==> src/nis_cfg.svh <==
// constants for the interrupt status and enable block
//
// What this block does
// [RULE_01] a receive flag clears only on a written one; zeros leave it
// [RULE_02] receive flags are set by internal events only, never by writes
// [RULE_03] clearing a flag drops its interrupt contribution at once
// [RULE_04] host service reads all flags and handles every set one
// [RULE_05] host writes back what it read instead of all ones
// [RULE_06] bit 7 sets when a received packet is stored in the buffer
// [RULE_07] bit 6 sets when a host read waits 2.4 us without ready
// [RULE_08] bit 5 sets on dma end input and blocks the dma request
// [RULE_09] bit 5 clears when zero is written to the dma mode register
// [RULE_10] bit 4 sets when the length/type field reads 0900h, msb first
// [RULE_11] bit 3 sets when a frame is shorter than 60 bytes
// [RULE_12] bit 2 sets when a frame ends with one to seven extra bits
// [RULE_13] bit 1 sets when a frame fails its crc check
// [RULE_14] bit 0 sets on buffer-full rejection, never in loopback
// [RULE_15] only transmit mask bits 7, 2 and 1 exist; others read zero
// [RULE_16] each receive mask bit enables the receive flag at its position
// [RULE_17] transmit-complete sets when the whole transmit buffer is done
// [RULE_18] excess collision sets on the 16th failure; collision on any
// [RULE_19] interrupt is high while any flag meets its mask bit
// [RULE_20] reset clears all flags and all mask bits
`ifndef NIS_CFG_SVH
`define NIS_CFG_SVH

// ----------------------------------------------------------------
// register offsets
// ----------------------------------------------------------------
`define NIS_OFF_TX_FLAGS 8'h00
`define NIS_OFF_RX_FLAGS 8'h04
`define NIS_OFF_TX_MASK 8'h08
`define NIS_OFF_RX_MASK 8'h0C
`define NIS_OFF_DMA_MODE 8'h10

// ----------------------------------------------------------------
// fields and values
// ----------------------------------------------------------------
`define NIS_TX_DONE_BIT 7
`define NIS_TX_COL_BIT 2
`define NIS_TX_XCOL_BIT 1
`define NIS_TX_IMPL 8'h86
`define NIS_PACKET_STORED_FLAG_BIT 7
`define NIS_RX_TMO_BIT 6
`define NIS_RX_DMA_BIT 5
`define NIS_RX_RMT_BIT 4
`define NIS_RX_RUNT_BIT 3
`define NIS_RX_ALIGN_BIT 2
`define NIS_RX_CRC_BIT 1
`define NIS_RX_OVF_BIT 0
`define NIS_BYTE_ZERO 8'h00
`define NIS_WORD_ZERO 32'h0000_0000
`define NIS_REMOTE_TYPE 16'h0900
`define NIS_TYPE_HI_IDX 11'h00C
`define NIS_TYPE_LO_IDX 11'h00D
`define NIS_RUNT_LEN 11'h03C
`define NIS_LEN_MAX 11'h7FF
`define NIS_COL_LIMIT 5'h10

// ----------------------------------------------------------------
// timing
// ----------------------------------------------------------------
`define NIS_CLK_MHZ 25
`define NIS_RD_TMO_NS 2400
`define NIS_RD_TMO_CYC ((`NIS_RD_TMO_NS * `NIS_CLK_MHZ) / 1000)

`endif

==> src/nis_pkg.sv <==
// types shared by the interrupt status and enable block
package nis_pkg;
   typedef logic [7:0] nis_byte_t;
   typedef logic [10:0] nis_len_t;
   typedef logic [4:0] nis_col_t;
   typedef logic [6:0] nis_tmo_t;
endpackage
==> src/nis_irq.sv <==
// status flags, interrupt masks and apb slave of the network controller
`timescale 1ns/1ps
`default_nettype none
`include "nis_cfg.svh"

module nis_irq
   import nis_pkg::*;
(
   input wire logic ref_clk_i,
   input wire logic reset_i,
   input wire logic ce_i,
   // apb slave
   input wire logic psel_i,
   input wire logic penable_i,
   input wire logic pwrite_i,
   input wire logic [7:0] paddr_i,
   input wire logic [31:0] pwdata_i,
   output logic [31:0] prdata_o,
   output logic pready_o,
   output logic pslverr_o,
   // receive path
   input wire logic rx_byte_valid_i,
   input wire logic [7:0] rx_byte_i,
   input wire logic rx_frame_end_i,
   input wire logic [2:0] rx_extra_bits_i,
   input wire logic rx_crc_bad_i,
   input wire logic packet_stored_flag_stored_i,
   input wire logic rx_ring_reject_i,
   input wire logic loopback_i,
   // host data read strobe from the bus interface
   input wire logic rd_strobe_i,
   input wire logic rd_ready_i,
   // dma
   input wire logic dma_terminal_input_i,
   input wire logic dma_req_i,
   output logic dma_request_output_o,
   // transmit path
   input wire logic tx_pkt_start_i,
   input wire logic tx_collision_i,
   input wire logic tx_buffer_done_i,
   // merged interrupt
   output logic irq_o
);

   // ----------------------------------------------------------------
   // bus decode
   // ----------------------------------------------------------------
   localparam nis_tmo_t TMO_CYC = nis_tmo_t'(`NIS_RD_TMO_CYC);

   nis_byte_t tx_flags;
   nis_byte_t rx_flags;
   nis_byte_t tx_mask;
   nis_byte_t rx_mask;
   nis_byte_t dma_mode;
   logic rd_ok;
   logic hit;
   logic wr_en;
   logic hit_txf, hit_rxf, hit_txm, hit_rxm, hit_dma;
   nis_byte_t wbyte;
   nis_byte_t rd_mux;

   assign hit_txf = (paddr_i == `NIS_OFF_TX_FLAGS);
   assign hit_rxf = (paddr_i == `NIS_OFF_RX_FLAGS);
   assign hit_txm = (paddr_i == `NIS_OFF_TX_MASK);
   assign hit_rxm = (paddr_i == `NIS_OFF_RX_MASK);
   assign hit_dma = (paddr_i == `NIS_OFF_DMA_MODE);
   assign hit = hit_txf | hit_rxf | hit_txm | hit_rxm | hit_dma;
   assign wbyte = pwdata_i[7:0];

   // read data is caught in the setup cycle of a transfer, so
   // the answer comes in the first access cycle without a wait state
   assign pready_o = psel_i & penable_i & rd_ok & ce_i;
   assign pslverr_o = pready_o & ~hit;
   assign wr_en = pready_o & pwrite_i & hit;

   always_comb begin
      rd_mux = `NIS_BYTE_ZERO;
      unique case (1'b1)
         hit_txf: rd_mux = tx_flags;
         hit_rxf: rd_mux = rx_flags;
         hit_txm: rd_mux = tx_mask;
         hit_rxm: rd_mux = rx_mask;
         hit_dma: rd_mux = dma_mode;
         default: rd_mux = `NIS_BYTE_ZERO;
      endcase
   end

   always_ff @(posedge ref_clk_i) begin
      if (reset_i) begin
         rd_ok <= 1'b0;
      end else if (ce_i) begin
         rd_ok <= psel_i & ~pready_o;
      end
   end

   always_ff @(posedge ref_clk_i) begin
      if (reset_i) begin
         prdata_o <= `NIS_WORD_ZERO;
      end else if (ce_i && psel_i && !rd_ok) begin
         prdata_o <= {24'h00_0000, rd_mux};
      end
   end

   // ----------------------------------------------------------------
   // mask and dma mode registers
   // ----------------------------------------------------------------
   always_ff @(posedge ref_clk_i) begin
      if (reset_i) begin
         tx_mask <= `NIS_BYTE_ZERO; // [RULE_20]
         rx_mask <= `NIS_BYTE_ZERO; // [RULE_20]
         dma_mode <= `NIS_BYTE_ZERO;
      end else if (ce_i && wr_en) begin
         if (hit_txm) begin
            tx_mask <= wbyte & `NIS_TX_IMPL; // [RULE_15]
         end
         if (hit_rxm) begin
            rx_mask <= wbyte; // [RULE_16]
         end
         if (hit_dma) begin
            dma_mode <= wbyte;
         end
      end
   end

   // ----------------------------------------------------------------
   // receive frame parsing
   // ----------------------------------------------------------------
   nis_len_t rx_len;
   logic [15:0] rx_type;

   always_ff @(posedge ref_clk_i) begin
      if (reset_i) begin
         rx_len <= 11'h000;
         rx_type <= 16'h0000;
      end else if (ce_i) begin
         if (rx_frame_end_i) begin
            rx_len <= 11'h000;
         end else if (rx_byte_valid_i) begin
            if (rx_len != `NIS_LEN_MAX) begin
               rx_len <= rx_len + 11'h001;
            end
            if (rx_len == `NIS_TYPE_HI_IDX) begin
               rx_type[15:8] <= rx_byte_i; // [RULE_10]
            end
            if (rx_len == `NIS_TYPE_LO_IDX) begin
               rx_type[7:0] <= rx_byte_i; // [RULE_10]
            end
         end
      end
   end

   // ----------------------------------------------------------------
   // host read timeout
   // ----------------------------------------------------------------
   nis_tmo_t rd_cnt;
   logic rd_tmo_ev;

   assign rd_tmo_ev = rd_strobe_i & ~rd_ready_i &
                      (rd_cnt == TMO_CYC - nis_tmo_t'(1)); // [RULE_07]

   always_ff @(posedge ref_clk_i) begin
      if (reset_i) begin
         rd_cnt <= 7'h00;
      end else if (ce_i) begin
         if (!rd_strobe_i || rd_ready_i) begin
            rd_cnt <= 7'h00;
         end else if (rd_cnt != TMO_CYC) begin
            rd_cnt <= rd_cnt + 7'h01;
         end
      end
   end

   // ----------------------------------------------------------------
   // dma end input, a pin from another clock domain
   // ----------------------------------------------------------------
   logic eop_s1, eop_s2, eop_s3;
   logic eop_ev;

   always_ff @(posedge ref_clk_i) begin
      if (reset_i) begin
         eop_s1 <= 1'b0;
         eop_s2 <= 1'b0;
         eop_s3 <= 1'b0;
      end else if (ce_i) begin
         eop_s1 <= dma_terminal_input_i;
         eop_s2 <= eop_s1;
         eop_s3 <= eop_s2;
      end
   end

   assign eop_ev = eop_s2 & ~eop_s3; // [RULE_08]

   // ----------------------------------------------------------------
   // receive status flags
   // ----------------------------------------------------------------
   nis_byte_t rx_set;
   nis_byte_t rx_clr;
   logic dma_zero_wr;

   assign dma_zero_wr = wr_en & hit_dma & (wbyte == `NIS_BYTE_ZERO);

   always_comb begin
      rx_set = `NIS_BYTE_ZERO;
      rx_set[`NIS_PACKET_STORED_FLAG_BIT] = packet_stored_flag_stored_i; // [RULE_06]
      rx_set[`NIS_RX_TMO_BIT] = rd_tmo_ev; // [RULE_07]
      rx_set[`NIS_RX_DMA_BIT] = eop_ev; // [RULE_08]
      rx_set[`NIS_RX_RMT_BIT] = rx_frame_end_i &
         (rx_len > `NIS_TYPE_LO_IDX) &
         (rx_type == `NIS_REMOTE_TYPE); // [RULE_10]
      rx_set[`NIS_RX_RUNT_BIT] = rx_frame_end_i &
         (rx_len < `NIS_RUNT_LEN); // [RULE_11]
      rx_set[`NIS_RX_ALIGN_BIT] = rx_frame_end_i &
         (rx_extra_bits_i != 3'h0); // [RULE_12]
      rx_set[`NIS_RX_CRC_BIT] = rx_frame_end_i & rx_crc_bad_i; // [RULE_13]
      rx_set[`NIS_RX_OVF_BIT] = rx_ring_reject_i & ~loopback_i; // [RULE_14]
   end

   always_comb begin
      rx_clr = (wr_en & hit_rxf) ? wbyte : `NIS_BYTE_ZERO; // [RULE_01]
      rx_clr[`NIS_RX_DMA_BIT] = rx_clr[`NIS_RX_DMA_BIT] |
         dma_zero_wr; // [RULE_09]
   end

   // an event in the clearing cycle is kept: set wins over clear
   always_ff @(posedge ref_clk_i) begin
      if (reset_i) begin
         rx_flags <= `NIS_BYTE_ZERO; // [RULE_20]
      end else if (ce_i) begin
         rx_flags <= (rx_flags & ~rx_clr) | rx_set; // [RULE_02]
      end
   end

   // ----------------------------------------------------------------
   // transmit status flags
   // ----------------------------------------------------------------
   nis_col_t col_cnt;
   nis_byte_t tx_set;
   nis_byte_t tx_clr;

   // collisions count per packet; a new packet starts the count again
   always_ff @(posedge ref_clk_i) begin
      if (reset_i) begin
         col_cnt <= 5'h00;
      end else if (ce_i) begin
         if (tx_pkt_start_i) begin
            col_cnt <= 5'h00;
         end else if (tx_collision_i && col_cnt != `NIS_COL_LIMIT) begin
            col_cnt <= col_cnt + 5'h01;
         end
      end
   end

   always_comb begin
      tx_set = `NIS_BYTE_ZERO;
      tx_set[`NIS_TX_DONE_BIT] = tx_buffer_done_i; // [RULE_17]
      tx_set[`NIS_TX_COL_BIT] = tx_collision_i; // [RULE_18]
      tx_set[`NIS_TX_XCOL_BIT] = tx_collision_i & ~tx_pkt_start_i &
         (col_cnt == `NIS_COL_LIMIT - 5'h01); // [RULE_18]
      tx_clr = (wr_en & hit_txf) ? wbyte : `NIS_BYTE_ZERO;
   end

   always_ff @(posedge ref_clk_i) begin
      if (reset_i) begin
         tx_flags <= `NIS_BYTE_ZERO;
      end else if (ce_i) begin
         tx_flags <= ((tx_flags & ~tx_clr) | tx_set) & `NIS_TX_IMPL;
      end
   end

   // ----------------------------------------------------------------
   // outputs
   // ----------------------------------------------------------------
   // combinational from the flags, so a clear drops the request with it
   assign irq_o = |(tx_flags & tx_mask) |
      |(rx_flags & rx_mask); // [RULE_19] [RULE_03]
   assign dma_request_output_o = dma_req_i &
      ~rx_flags[`NIS_RX_DMA_BIT]; // [RULE_08]
endmodule
`default_nettype wire

==> config.mk <==
export PLATFORM = sky130hd
export DESIGN_NAME = nis_irq
export DESIGN_NICKNAME = d
export VERILOG_FILES = /design/src/nis_pkg.sv /design/src/nis_irq.sv
export VERILOG_INCLUDE_DIRS = /design/src
export SDC_FILE = /design/constraint.sdc
export NUM_CORES = 1
export LEC_CHECK = 0
export ABC_AREA = 1
export BUFFER_PORTS_ARGS = -buffer_cell sky130_fd_sc_hd__buf_4
export CORE_AREA = 2 2 105 107
export DETAILED_ROUTE_END_ITERATION = 8
export DIE_AREA = 0 0 107 109
export GPL_ROUTABILITY_DRIVEN = 0
export PLACE_DENSITY = 0.7
export SLEW_MARGIN = 20
export SYNTH_ARGS = -nofsm -noshare
export SYNTH_HDL_FRONTEND = slang
export SYNTH_SLANG_ARGS = --single-unit
==> constraint.sdc <==
create_clock -name ref_clk_i -period 3.1 [get_ports ref_clk_i]
set_input_delay 0.62 -clock ref_clk_i [delete_from_list [all_inputs] [get_ports ref_clk_i]]
set_output_delay 0.62 -clock ref_clk_i [all_outputs]
set_load 0.02 [all_outputs]
==> reports/metrics.cfg, run 1 <==
[finish]
mostFrequentLayoutCells=nand2_1, dfxtp_1, nor2_1
final_common_cell=nand2_1
final_area_um2=4925
final_layout_size_suffix_gt1_share_pct=13.76
final_core_util_pct=46.45
antenna_cells=0
synthToLayoutAreaGrowth_pct=15.49
fin_nets=756

[synth]
syn_area_um2=4264
synth_top_area_cell=dfxtp_1
ys_warn_count=0
avgSynthCellArea_um2=6.833
yosys_most_used_dff=dfxtp_1
ys_types=34
ys_ff_latch=81
synth_top_area_share_pct=38.03
synth_edf_count=0
ys_seq_area_share_pct=38.03
synthTopCellsByArea=dfxtp_1, nand2_1, a21oi_1
synthArstFlopShare_pct=0
syn_inst=624

[setup_path]
end_kind=output pin
r2r_slack_ps=1360
required_ps=2480
start_kind=input port
crit_fanout=20
worstSetupPathType=input port to output pin
cp.arrival_ps=1460
rr_endpoint=rx_len[5]
r2r_start=rx_len[0]
reg2regPathDepth=8

[floorplanning]
core-area_um2=10600
dieArea_um2=11660
rows=38
fp.dieW_um=107
initial_core_util_pct=40.22
pin_count=106
die_y_um=109

[global_route]
grt_overflow=0
antenna_found_initial=0
first_global_vias=3633
grt_usage_pct=17.16
grt_pass1_wl_mm=16.07
grt_max_degree=37

[sta]
drv_slew=0
tns_ps=0
maxSlewHeadroom_pct=58.66
grt_setup_unrepaired=no
setup_ws_ps=1017
post-route-period-util_pct=67.19
max_freq_mhz=480.1
final-hold-violation-count=0
setup_viol=0
tightest_slew_ps=617.9
fin_skew_ps=20.59
post-route-min-period_ps=2083

[clocking]
root_buffer=clkbuf_8
clock_sinks=81
clkSlewWorstSetupHoldPaths_ps=90
cts_setup_buffers=0
h-tree-depth=3
ctsHoldBuffers=0
cts_max_path_buffers=2
cts_tree=done
post_cts_resized=0
clk_latency_ps=350
cts_buffers=9

[detailed_routing]
dr.pass1.iters=4
avgRoutedWirePerCell_um=11.70
drt_wl_total_mm=9.625
ant_nets=0
drtIter0Drc=162
drc_errors=0
routed_via_density=4.831
num_vias=3976

[hold_path]
hold_end=rx_type[13]
hold_depth=2
hold_path_class=flop to flop
worstHoldStart=rx_type[13]

[power]
p_per_area_nw_per_um2=431.4
vdd_drop_max_v=0.0002759
leakage_nw=2.213

[outcome]
outcome=finished, final reports clean

[placement]
port_buffers=57
placed_cell_area_um2=4700
dpl.hpwl_mm=7.466
place_ws_ps=926.4

[flow_run]
maxCapViolations=0

-- routing by layer --
layer  vias to the layer above  share of wire, %  global-route usage [%]
met1                      1778                45                   22.14
met4                         0              0.65                   5.102
met2                       110                48                   28.53
li1                       2081                 -                       -
met5                         -                 0                       0
met3                         7               6.2                   4.244
-- report_power, final --
group | leakage, nW | switching, mW | internal (mW) | total, mW
Sequential | 0.655 | 0.0125 | 1.05 | 1.07
Clock | 0.106 | 0.400 | 0.460 | 0.860
Combinational | 1.45 | 0.128 | 0.0693 | 0.198
Total | 2.21 | 0.540 | 1.58 | 2.12
-- metrics by stage --
step | hold slack [ps] | total power, mW | std cells
finish | 460.9 | 2.124 | 823
global route | 474.1 | 2.222 | 823
CTS | 464.4 | 2.152 | 823
detailed placement | 450.5 | 1.288 | 807
global placement | 442.1 | 1.284 | 807
floorplan | 429.4 | 1.227 | 647
-- registers in the layout (all words and copies together), names as in the netlist, 5 cells and up --
register and cells:
rx_mask 8, rx_flags 8, rd_cnt 7, col_cnt 5
prdata_o 8, rx_type 16, dma_mode 8, rx_len 11
-- layout make-up --
| cell class | count | area, µm² |
|---|---|---|
| clock inverter | 7 | 101.3 |
| sequential | 81 | 1622 |
| clock buffer | 9 | 123.9 |
| timing repair buffer | 58 | 435.4 |
| fill | 1101 | 5678 |
| multi-input combinational | 448 | 2167 |
| tap | 140 | 175.2 |
| inverter | 80 | 300.3 |
-- cell usage after synthesis, types with 2 or more instances --
| library cell | n |
|---|---|
| dfxtp_1 | 81 |
| a221oi_1 | 2 |
| o21ai_0 | 43 |
| clkbuf_1 | 8 |
| nand4_1 | 16 |
| nand2_2 | 4 |
| a21oi_1 | 65 |
| nand3_1 | 41 |
| ha_1 | 8 |
| nor2_8 | 2 |
| inv_1 | 78 |
| nand2_4 | 3 |
| o21ai_2 | 2 |
| buf_4 | 25 |
| nor2_1 | 80 |
| buf_6 | 3 |
| buf_2 | 2 |
| nor3_1 | 14 |
| nand2_1 | 129 |
| inv_2 | 2 |
| nand3b_1 | 2 |
| nor2_4 | 2 |
-- logic make-up after synthesis --
kind of cell    share of synthesized area (%)
compound gates                          14.64
simple gates                            31.72
fa+ha+maj                               2.348
other cells                           0.08794
buf+inv                                 13.17
flops                                   38.03
-- worst max path at each step --
stage                    start           to  slack (ps)  cells past startpoint
finish                    ce_i    pslverr_o        1020                      6
global route        paddr_i[0]    pslverr_o         890                      8
CTS                 paddr_i[0]    pslverr_o        1020                      8
detailed placement        ce_i  prdata_o[1]         930                      6
global placement          ce_i  prdata_o[7]         940                      6
floorplan                 ce_i    pslverr_o        1110                      5
-- worst max-delay path: stages --
cell     delay (ps)
buf_4           240
nand2_4         110
nor2_8          180
inv_1            50
nor2_1          100
buf_4           150
No activity file was read; power rests on OpenSTA's default activity.
==> run 2: changes to the inputs <==
Settings changed: PLACE_DENSITY 0.7 to 0.72.
Clock period 3.1 ns to 1.7 ns, I/O delays scaled along.
==> run 2 against run 1 <==
- global-route usage increased by 1.4 points
- clock power increased by 72%
- via count grew 4.4%
- first-iteration DRC count increased by 29%
- count of clock-buffer cells in the layout increased by 2
- core utilization increased by 1.5 points
- largest cell class unchanged
==> reports/metrics.cfg, run 2 (same netlist as run 1, synthesis figures left out) <==
[clocking]
cts_tree=done
clk_latency_ps=360  ; about the same
cts_buffers=9  ; unchanged
clkSlewWorstSetupHoldPaths_ps=90  ; about the same
clock_sinks=81  ; unchanged
h-tree-depth=3  ; unchanged
root_buffer=clkbuf_8
cts_max_path_buffers=2  ; unchanged

[detailed_routing]
drtIter0Drc=209  ; +29%
drt_wl_total_mm=10.45  ; +8.6%
num_vias=4150  ; +4.4%
routed_via_density=4.946  ; +2.4%
dr.pass1.iters=5  ; +1
avgRoutedWirePerCell_um=12.46  ; +6.5%
drc_errors=0  ; unchanged
ant_nets=0  ; unchanged

[setup_path]
cpMostUsedCell=nand2_2
start_kind=flop
required_ps=1360  ; -1120 ps
reg2regPathDepth=7  ; -1
cpPeakStageDelay_ps=350  ; +110 ps
cp_cell_sequence=nand2_2 -> nand2_2 -> a221oi_2 -> nand3_2 -> buf_6
crit_fanout=3  ; -85%
cp.arrival_ps=1340  ; -120 ps
end_kind=output pin
r2r_start=rx_len[8]
r2r_slack_ps=120  ; -1240 ps
rr_endpoint=rx_type[8]
critPathSlowestCell=dfxtp_1
worstSetupPathType=flop to output pin

[finish]
mostFrequentLayoutCells=nand2_1, nor2_1, inv_1
largest_reg_flops=16  ; unchanged
synthToLayoutAreaGrowth_pct=19.34
fin_nets=772  ; +2.1%
top_register=rx_type
final_layout_size_suffix_gt1_share_pct=17.88  ; +4.1 points
reg_top3=rx_type x16, rx_len x11
final_area_um2=5089  ; +3.3%
antenna_cells=0  ; unchanged
final_common_cell=nand2_1

[floorplanning]
fp.dieW_um=107  ; unchanged
dieArea_um2=11660  ; unchanged
initial_core_util_pct=40.22  ; unchanged
rows=38  ; unchanged
pin_count=106  ; unchanged
die_y_um=109  ; unchanged
core-area_um2=10600  ; unchanged

[power]
p_per_area_nw_per_um2=747.9  ; +73%
p_int_mw=2.830  ; +79%
p_seq_share_pct=51.2  ; +1.0 points
p_comb_share_pct=10.1  ; +0.8 points
clkPwrFrac_pct=38.8  ; -1.7 points
p_sw_share_pct=25.65  ; +0.21 points
leakage_nw=2.311  ; +4.4%
vdd_drop_max_v=0.0004148  ; +50%
p_sw_mw=0.9762  ; +81%
power_mw=3.806  ; +79%

[sta]
final-hold-violation-count=0  ; unchanged
fin_skew_ps=13.59  ; -6.993 ps
drv_slew=0  ; unchanged
setup_viol=0  ; unchanged
post-route-min-period_ps=1679
post-route-period-util_pct=98.74
whs_ps=205.0  ; -255.9 ps
max_freq_mhz=595.8
grt_setup_unrepaired=yes

[global_route]
grt_pass1_wl_mm=17.20  ; +7.0%
grt_overflow=0  ; unchanged
antenna_found_initial=0  ; unchanged
grt_max_degree=25  ; -32%
grt_usage_pct=18.60  ; +1.4 points
first_global_vias=3858  ; +6.2%

[placement]
port_buffers=57  ; unchanged
dpl.hpwl_mm=7.827  ; +4.8%
placed_cell_area_um2=4820  ; +2.6%

[flow_run]
maxCapViolations=0  ; unchanged

[outcome]
outcome=finished, final reports clean

[hold_path]
hold_depth=3  ; +1
hold_path_class=input port to flop
hold_end=rx_type[2]
worstHoldStart=rx_byte_i[2]

[run 2: cell types whose count changed in the layout (fill, tap and decap cells not counted), sizes merged]
| cell | delta |
|---|---|
| inv | -1 |
| buf | +16 |
| bufinv | -1 |
| clkbuf | +2 |
[run 2: repair_timing]
action                                  4_1_cts  5_1_grt
setup buffers                                 0        1
hold buffers                                  0        0
pin swaps                                     1        3
endpoints found under the setup margin        2       12
gates resized for setup                       9        9
[run 2: stage by stage]
stage / setup TNS (ps) / cells / worst slack, ps / utilization, %
3_3_place_gp: 0 / 823 / 157.6 / 45.46
6_report: 0 / 839 / 21.48 / 47.99
3_5_place_dp: 0 / 823 / 123.5 / 45.46
4_1_cts: 0 / 839 / 5.158 / 47.78
2_1_floorplan: 0 / 647 / 159.0 / -
5_1_grt: -58.69 / 839 / -40.73 / 47.99
[run 2: routing by layer]
layer  global-route usage [%]  up-vias  routed length (µm)
li1                         -     2110                   -
met1                    22.64     1900                4588
met2                    33.03      129                5134
met3                    3.706       11                 614
met4                    6.030        0                 117
met5                        0        -                   0
[run 2: how the worst max path moves through the flow]
stage | slack (ps) | cells past startpoint | startpoint | to
after global placement | 160 | 8 | paddr_i[7] | tx_flags[1]
after CTS | 5 | 6 | rd_ok | pslverr_o
final | 20 | 5 | rx_flags[4] | irq_o
after floorplan | 160 | 9 | rx_len[0] | rx_len[5]
after global routing | -40 | 5 | rx_flags[4] | irq_o
after detailed placement | 120 | 8 | paddr_i[7] | tx_flags[1]
[run 2: cell type report]
type                    instances  area, µm²
inverters                      80      300.3
multi-input cells             448       2208
flip-flops and latches         81       1632
repair buffers                 74      559.3
fillers                      1075       5514
clock inverters                 5      62.56
well taps                     140      175.2
clock buffers                  11      151.4
[run 2: worst max-delay path, delay by kind of cell, from the launching register on]
family          cells  cell delay [ps]
buf+inv             1              150
flops               1              350
simple gates        3              280
compound gates      1              210
[run 2: power by group through the flow]
stage	clock network, mW	logic, mW	registers (mW)
2_1_floorplan	0	0.251	1.99
4_1_cts	1.51	0.380	1.95
3_3_place_gp	0	0.371	1.99
6_report	1.48	0.384	1.95
3_5_place_dp	0	0.377	1.99
5_1_grt	1.59	0.424	1.95
==> run 3: changes to the inputs <==
Settings changed: PLACE_DENSITY 0.72 to 0.7.
Clock period 1.7 ns to 1.9 ns, I/O delays scaled along.
==> run 3 against run 2 <==
- clock power is 25% lower
- sequential power down 11%
- die area unchanged
- final cell count shrank 1.2%
- sequential share of layout area is 0.84 points higher
- flip-flop and latch count is the same
- power down 16%
- critical endpoint unchanged
- largest power group unchanged
==> reports/metrics.cfg, run 3 (same netlist as run 1, synthesis figures left out) <==
[finish]
final_area_um2=4932  ; -3.1%
fin_nets=764  ; -1.0%
top_register=rx_type
final_layout_size_suffix_gt1_share_pct=14.80  ; -3.1 points
antenna_cells=0  ; unchanged
regArea_um2=1623  ; -0.54%
mostFrequentLayoutCells=nand2_1, nor2_1, dfxtp_1
final_common_cell=nand2_1
reg_top3=rx_type x16, rx_len x11
synthToLayoutAreaGrowth_pct=15.67
multi_input_area_um2=2170  ; -1.8%
fill_cells=1101  ; +2.4%
final_cells=829  ; -1.2%
largest_reg_flops=16  ; unchanged

[global_route]
grt_pass1_wl_mm=16.66  ; -3.1%
first_global_vias=3714  ; -3.7%
antenna_found_initial=0  ; unchanged
grt_usage_pct=17.70  ; -0.90 points
grt_overflow=0  ; unchanged
grt_max_degree=33  ; +32%

[hold_path]
hold_path_class=input port to flop
hold_depth=3  ; unchanged

[floorplanning]
initial_core_util_pct=40.22  ; unchanged
dieArea_um2=11660  ; unchanged
core-area_um2=10600  ; unchanged
pin_count=106  ; unchanged
fp.dieW_um=107  ; unchanged
rows=38  ; unchanged
die_y_um=109  ; unchanged

[clocking]
root_buffer=clkbuf_8
cts_max_path_buffers=2  ; unchanged
clk_latency_ps=340  ; -20 ps
cts_tree=done
cts_buffers=9  ; unchanged
clkSlewWorstSetupHoldPaths_ps=80  ; about the same
clock_sinks=81  ; unchanged
cts_setup_buffers=0  ; unchanged
h-tree-depth=3  ; unchanged

[detailed_routing]
num_vias=4022  ; -3.1%
dr.pass1.iters=5  ; unchanged
drc_errors=0  ; unchanged
drt_wl_total_mm=9.807  ; -6.2%
avgRoutedWirePerCell_um=11.83  ; -5.1%
ant_nets=0  ; unchanged
routed_via_density=4.852  ; -1.9%
drtIter0Drc=224  ; +7.2%

[placement]
port_buffers=57  ; unchanged
dpl.cell_count=815  ; -0.97%
dpl.hpwl_mm=7.533  ; -3.8%
placed_cell_area_um2=4760  ; -1.2%

[sta]
maxSlewHeadroom_pct=64.22
tns_ps=0  ; unchanged
tightest_slew_ps=532.5
fin_skew_ps=12.03  ; -1.562 ps
drv_slew=0  ; unchanged
grt_setup_unrepaired=no
setup_viol=0  ; unchanged
max_freq_mhz=562.6
post-route-min-period_ps=1777
final-hold-violation-count=0  ; unchanged
post-route-period-util_pct=93.55

[setup_path]
cp.arrival_ps=1400  ; +60 ps
cpPeakStageDelay_ps=360  ; about the same
start_kind=flop
crit_fanout=4  ; +1
reg2regPathDepth=9  ; +2
cp_num_buf_inv=1  ; unchanged
critPathSlowestCell=dfxtp_1
cp_cell_sequence=nand2_1 -> nand2_1 -> a221oi_1 -> nand3_1 -> buf_4
cpMostUsedCell=nand2_1
crit_cells=5  ; unchanged
path_delay_family=flip-flops
required_ps=1520  ; +160 ps
end_kind=output pin
worstSetupPathType=flop to output pin

[power]
vdd_drop_max_v=0.0003584  ; -14%
leakage_nw=2.231  ; -3.5%
p_per_area_nw_per_um2=644.7  ; -14%
power_mw=3.180  ; -16%

[outcome]
outcome=finished, final reports clean

[flow_run]
maxCapViolations=0  ; unchanged

run 3: changes by cell type in the layout (fill, tap and decap cells not counted), sizes merged:
cell and change:
buf -8, bufinv -1, clkinv +1, clkinvlp -1, inv -1
run 3: final cells by class:
class,instances,share of cell area (%)
multi-input combinational,448,43.99
clock inverter,3,0.3551
inverter,80,6.088
sequential,81,32.90
timing repair buffer,66,10.05
tap,140,3.551
clock buffer,11,3.070
run 3: power breakdown:
part | internal [mW] | switching (mW) | total (mW)
clock network | 0.527 | 0.578 | 1.11
registers | 1.72 | 0.0212 | 1.74
logic | 0.122 | 0.211 | 0.333
run 3: worst min-delay path: cells and delay by family:
family	cells	cell delay, ps
simple gates	2	110
buf+inv	1	80
run 3: final timing paths:
path	start	endpoint	slack [ps]
max	rx_flags[5]	irq_o	120
min	rx_byte_i[5]	rx_type[5]	260
max reg2reg	rx_len[1]	rx_len[4]	230
min reg2reg	rx_type[13]	rx_type[13]	450
run 3: through the flow:
stage | setup WS, ps | utilization (%) | hold slack, ps
global placement | 249.8 | 44.89 | 440.7
finish | 122.6 | 46.52 | 263.0
floorplan | 359.0 | - | 429.4
global route | 24.15 | 46.52 | 271.4
CTS | 103.7 | 46.48 | 240.5
detailed placement | 209.4 | 44.89 | 445.6
run 3: metal layers:
metal / share of wire (%) / vias up / global-route usage, % / wire length [µm]
li1: - / 2088 / - / -
met1: 46 / 1794 / 22.29 / 4474
met2: 47 / 127 / 30.98 / 4648
met3: 5.7 / 13 / 2.869 / 555
met4: 1.3 / 0 / 5.751 / 129
met5: 0 / - / 0 / 0
run 3: repair_timing:
| action | in CTS | in global routing |
|---|---|---|
| gates resized for setup | 0 | 2 |
| hold buffers | 0 | 0 |
| endpoints found under the setup margin | 0 | 5 |
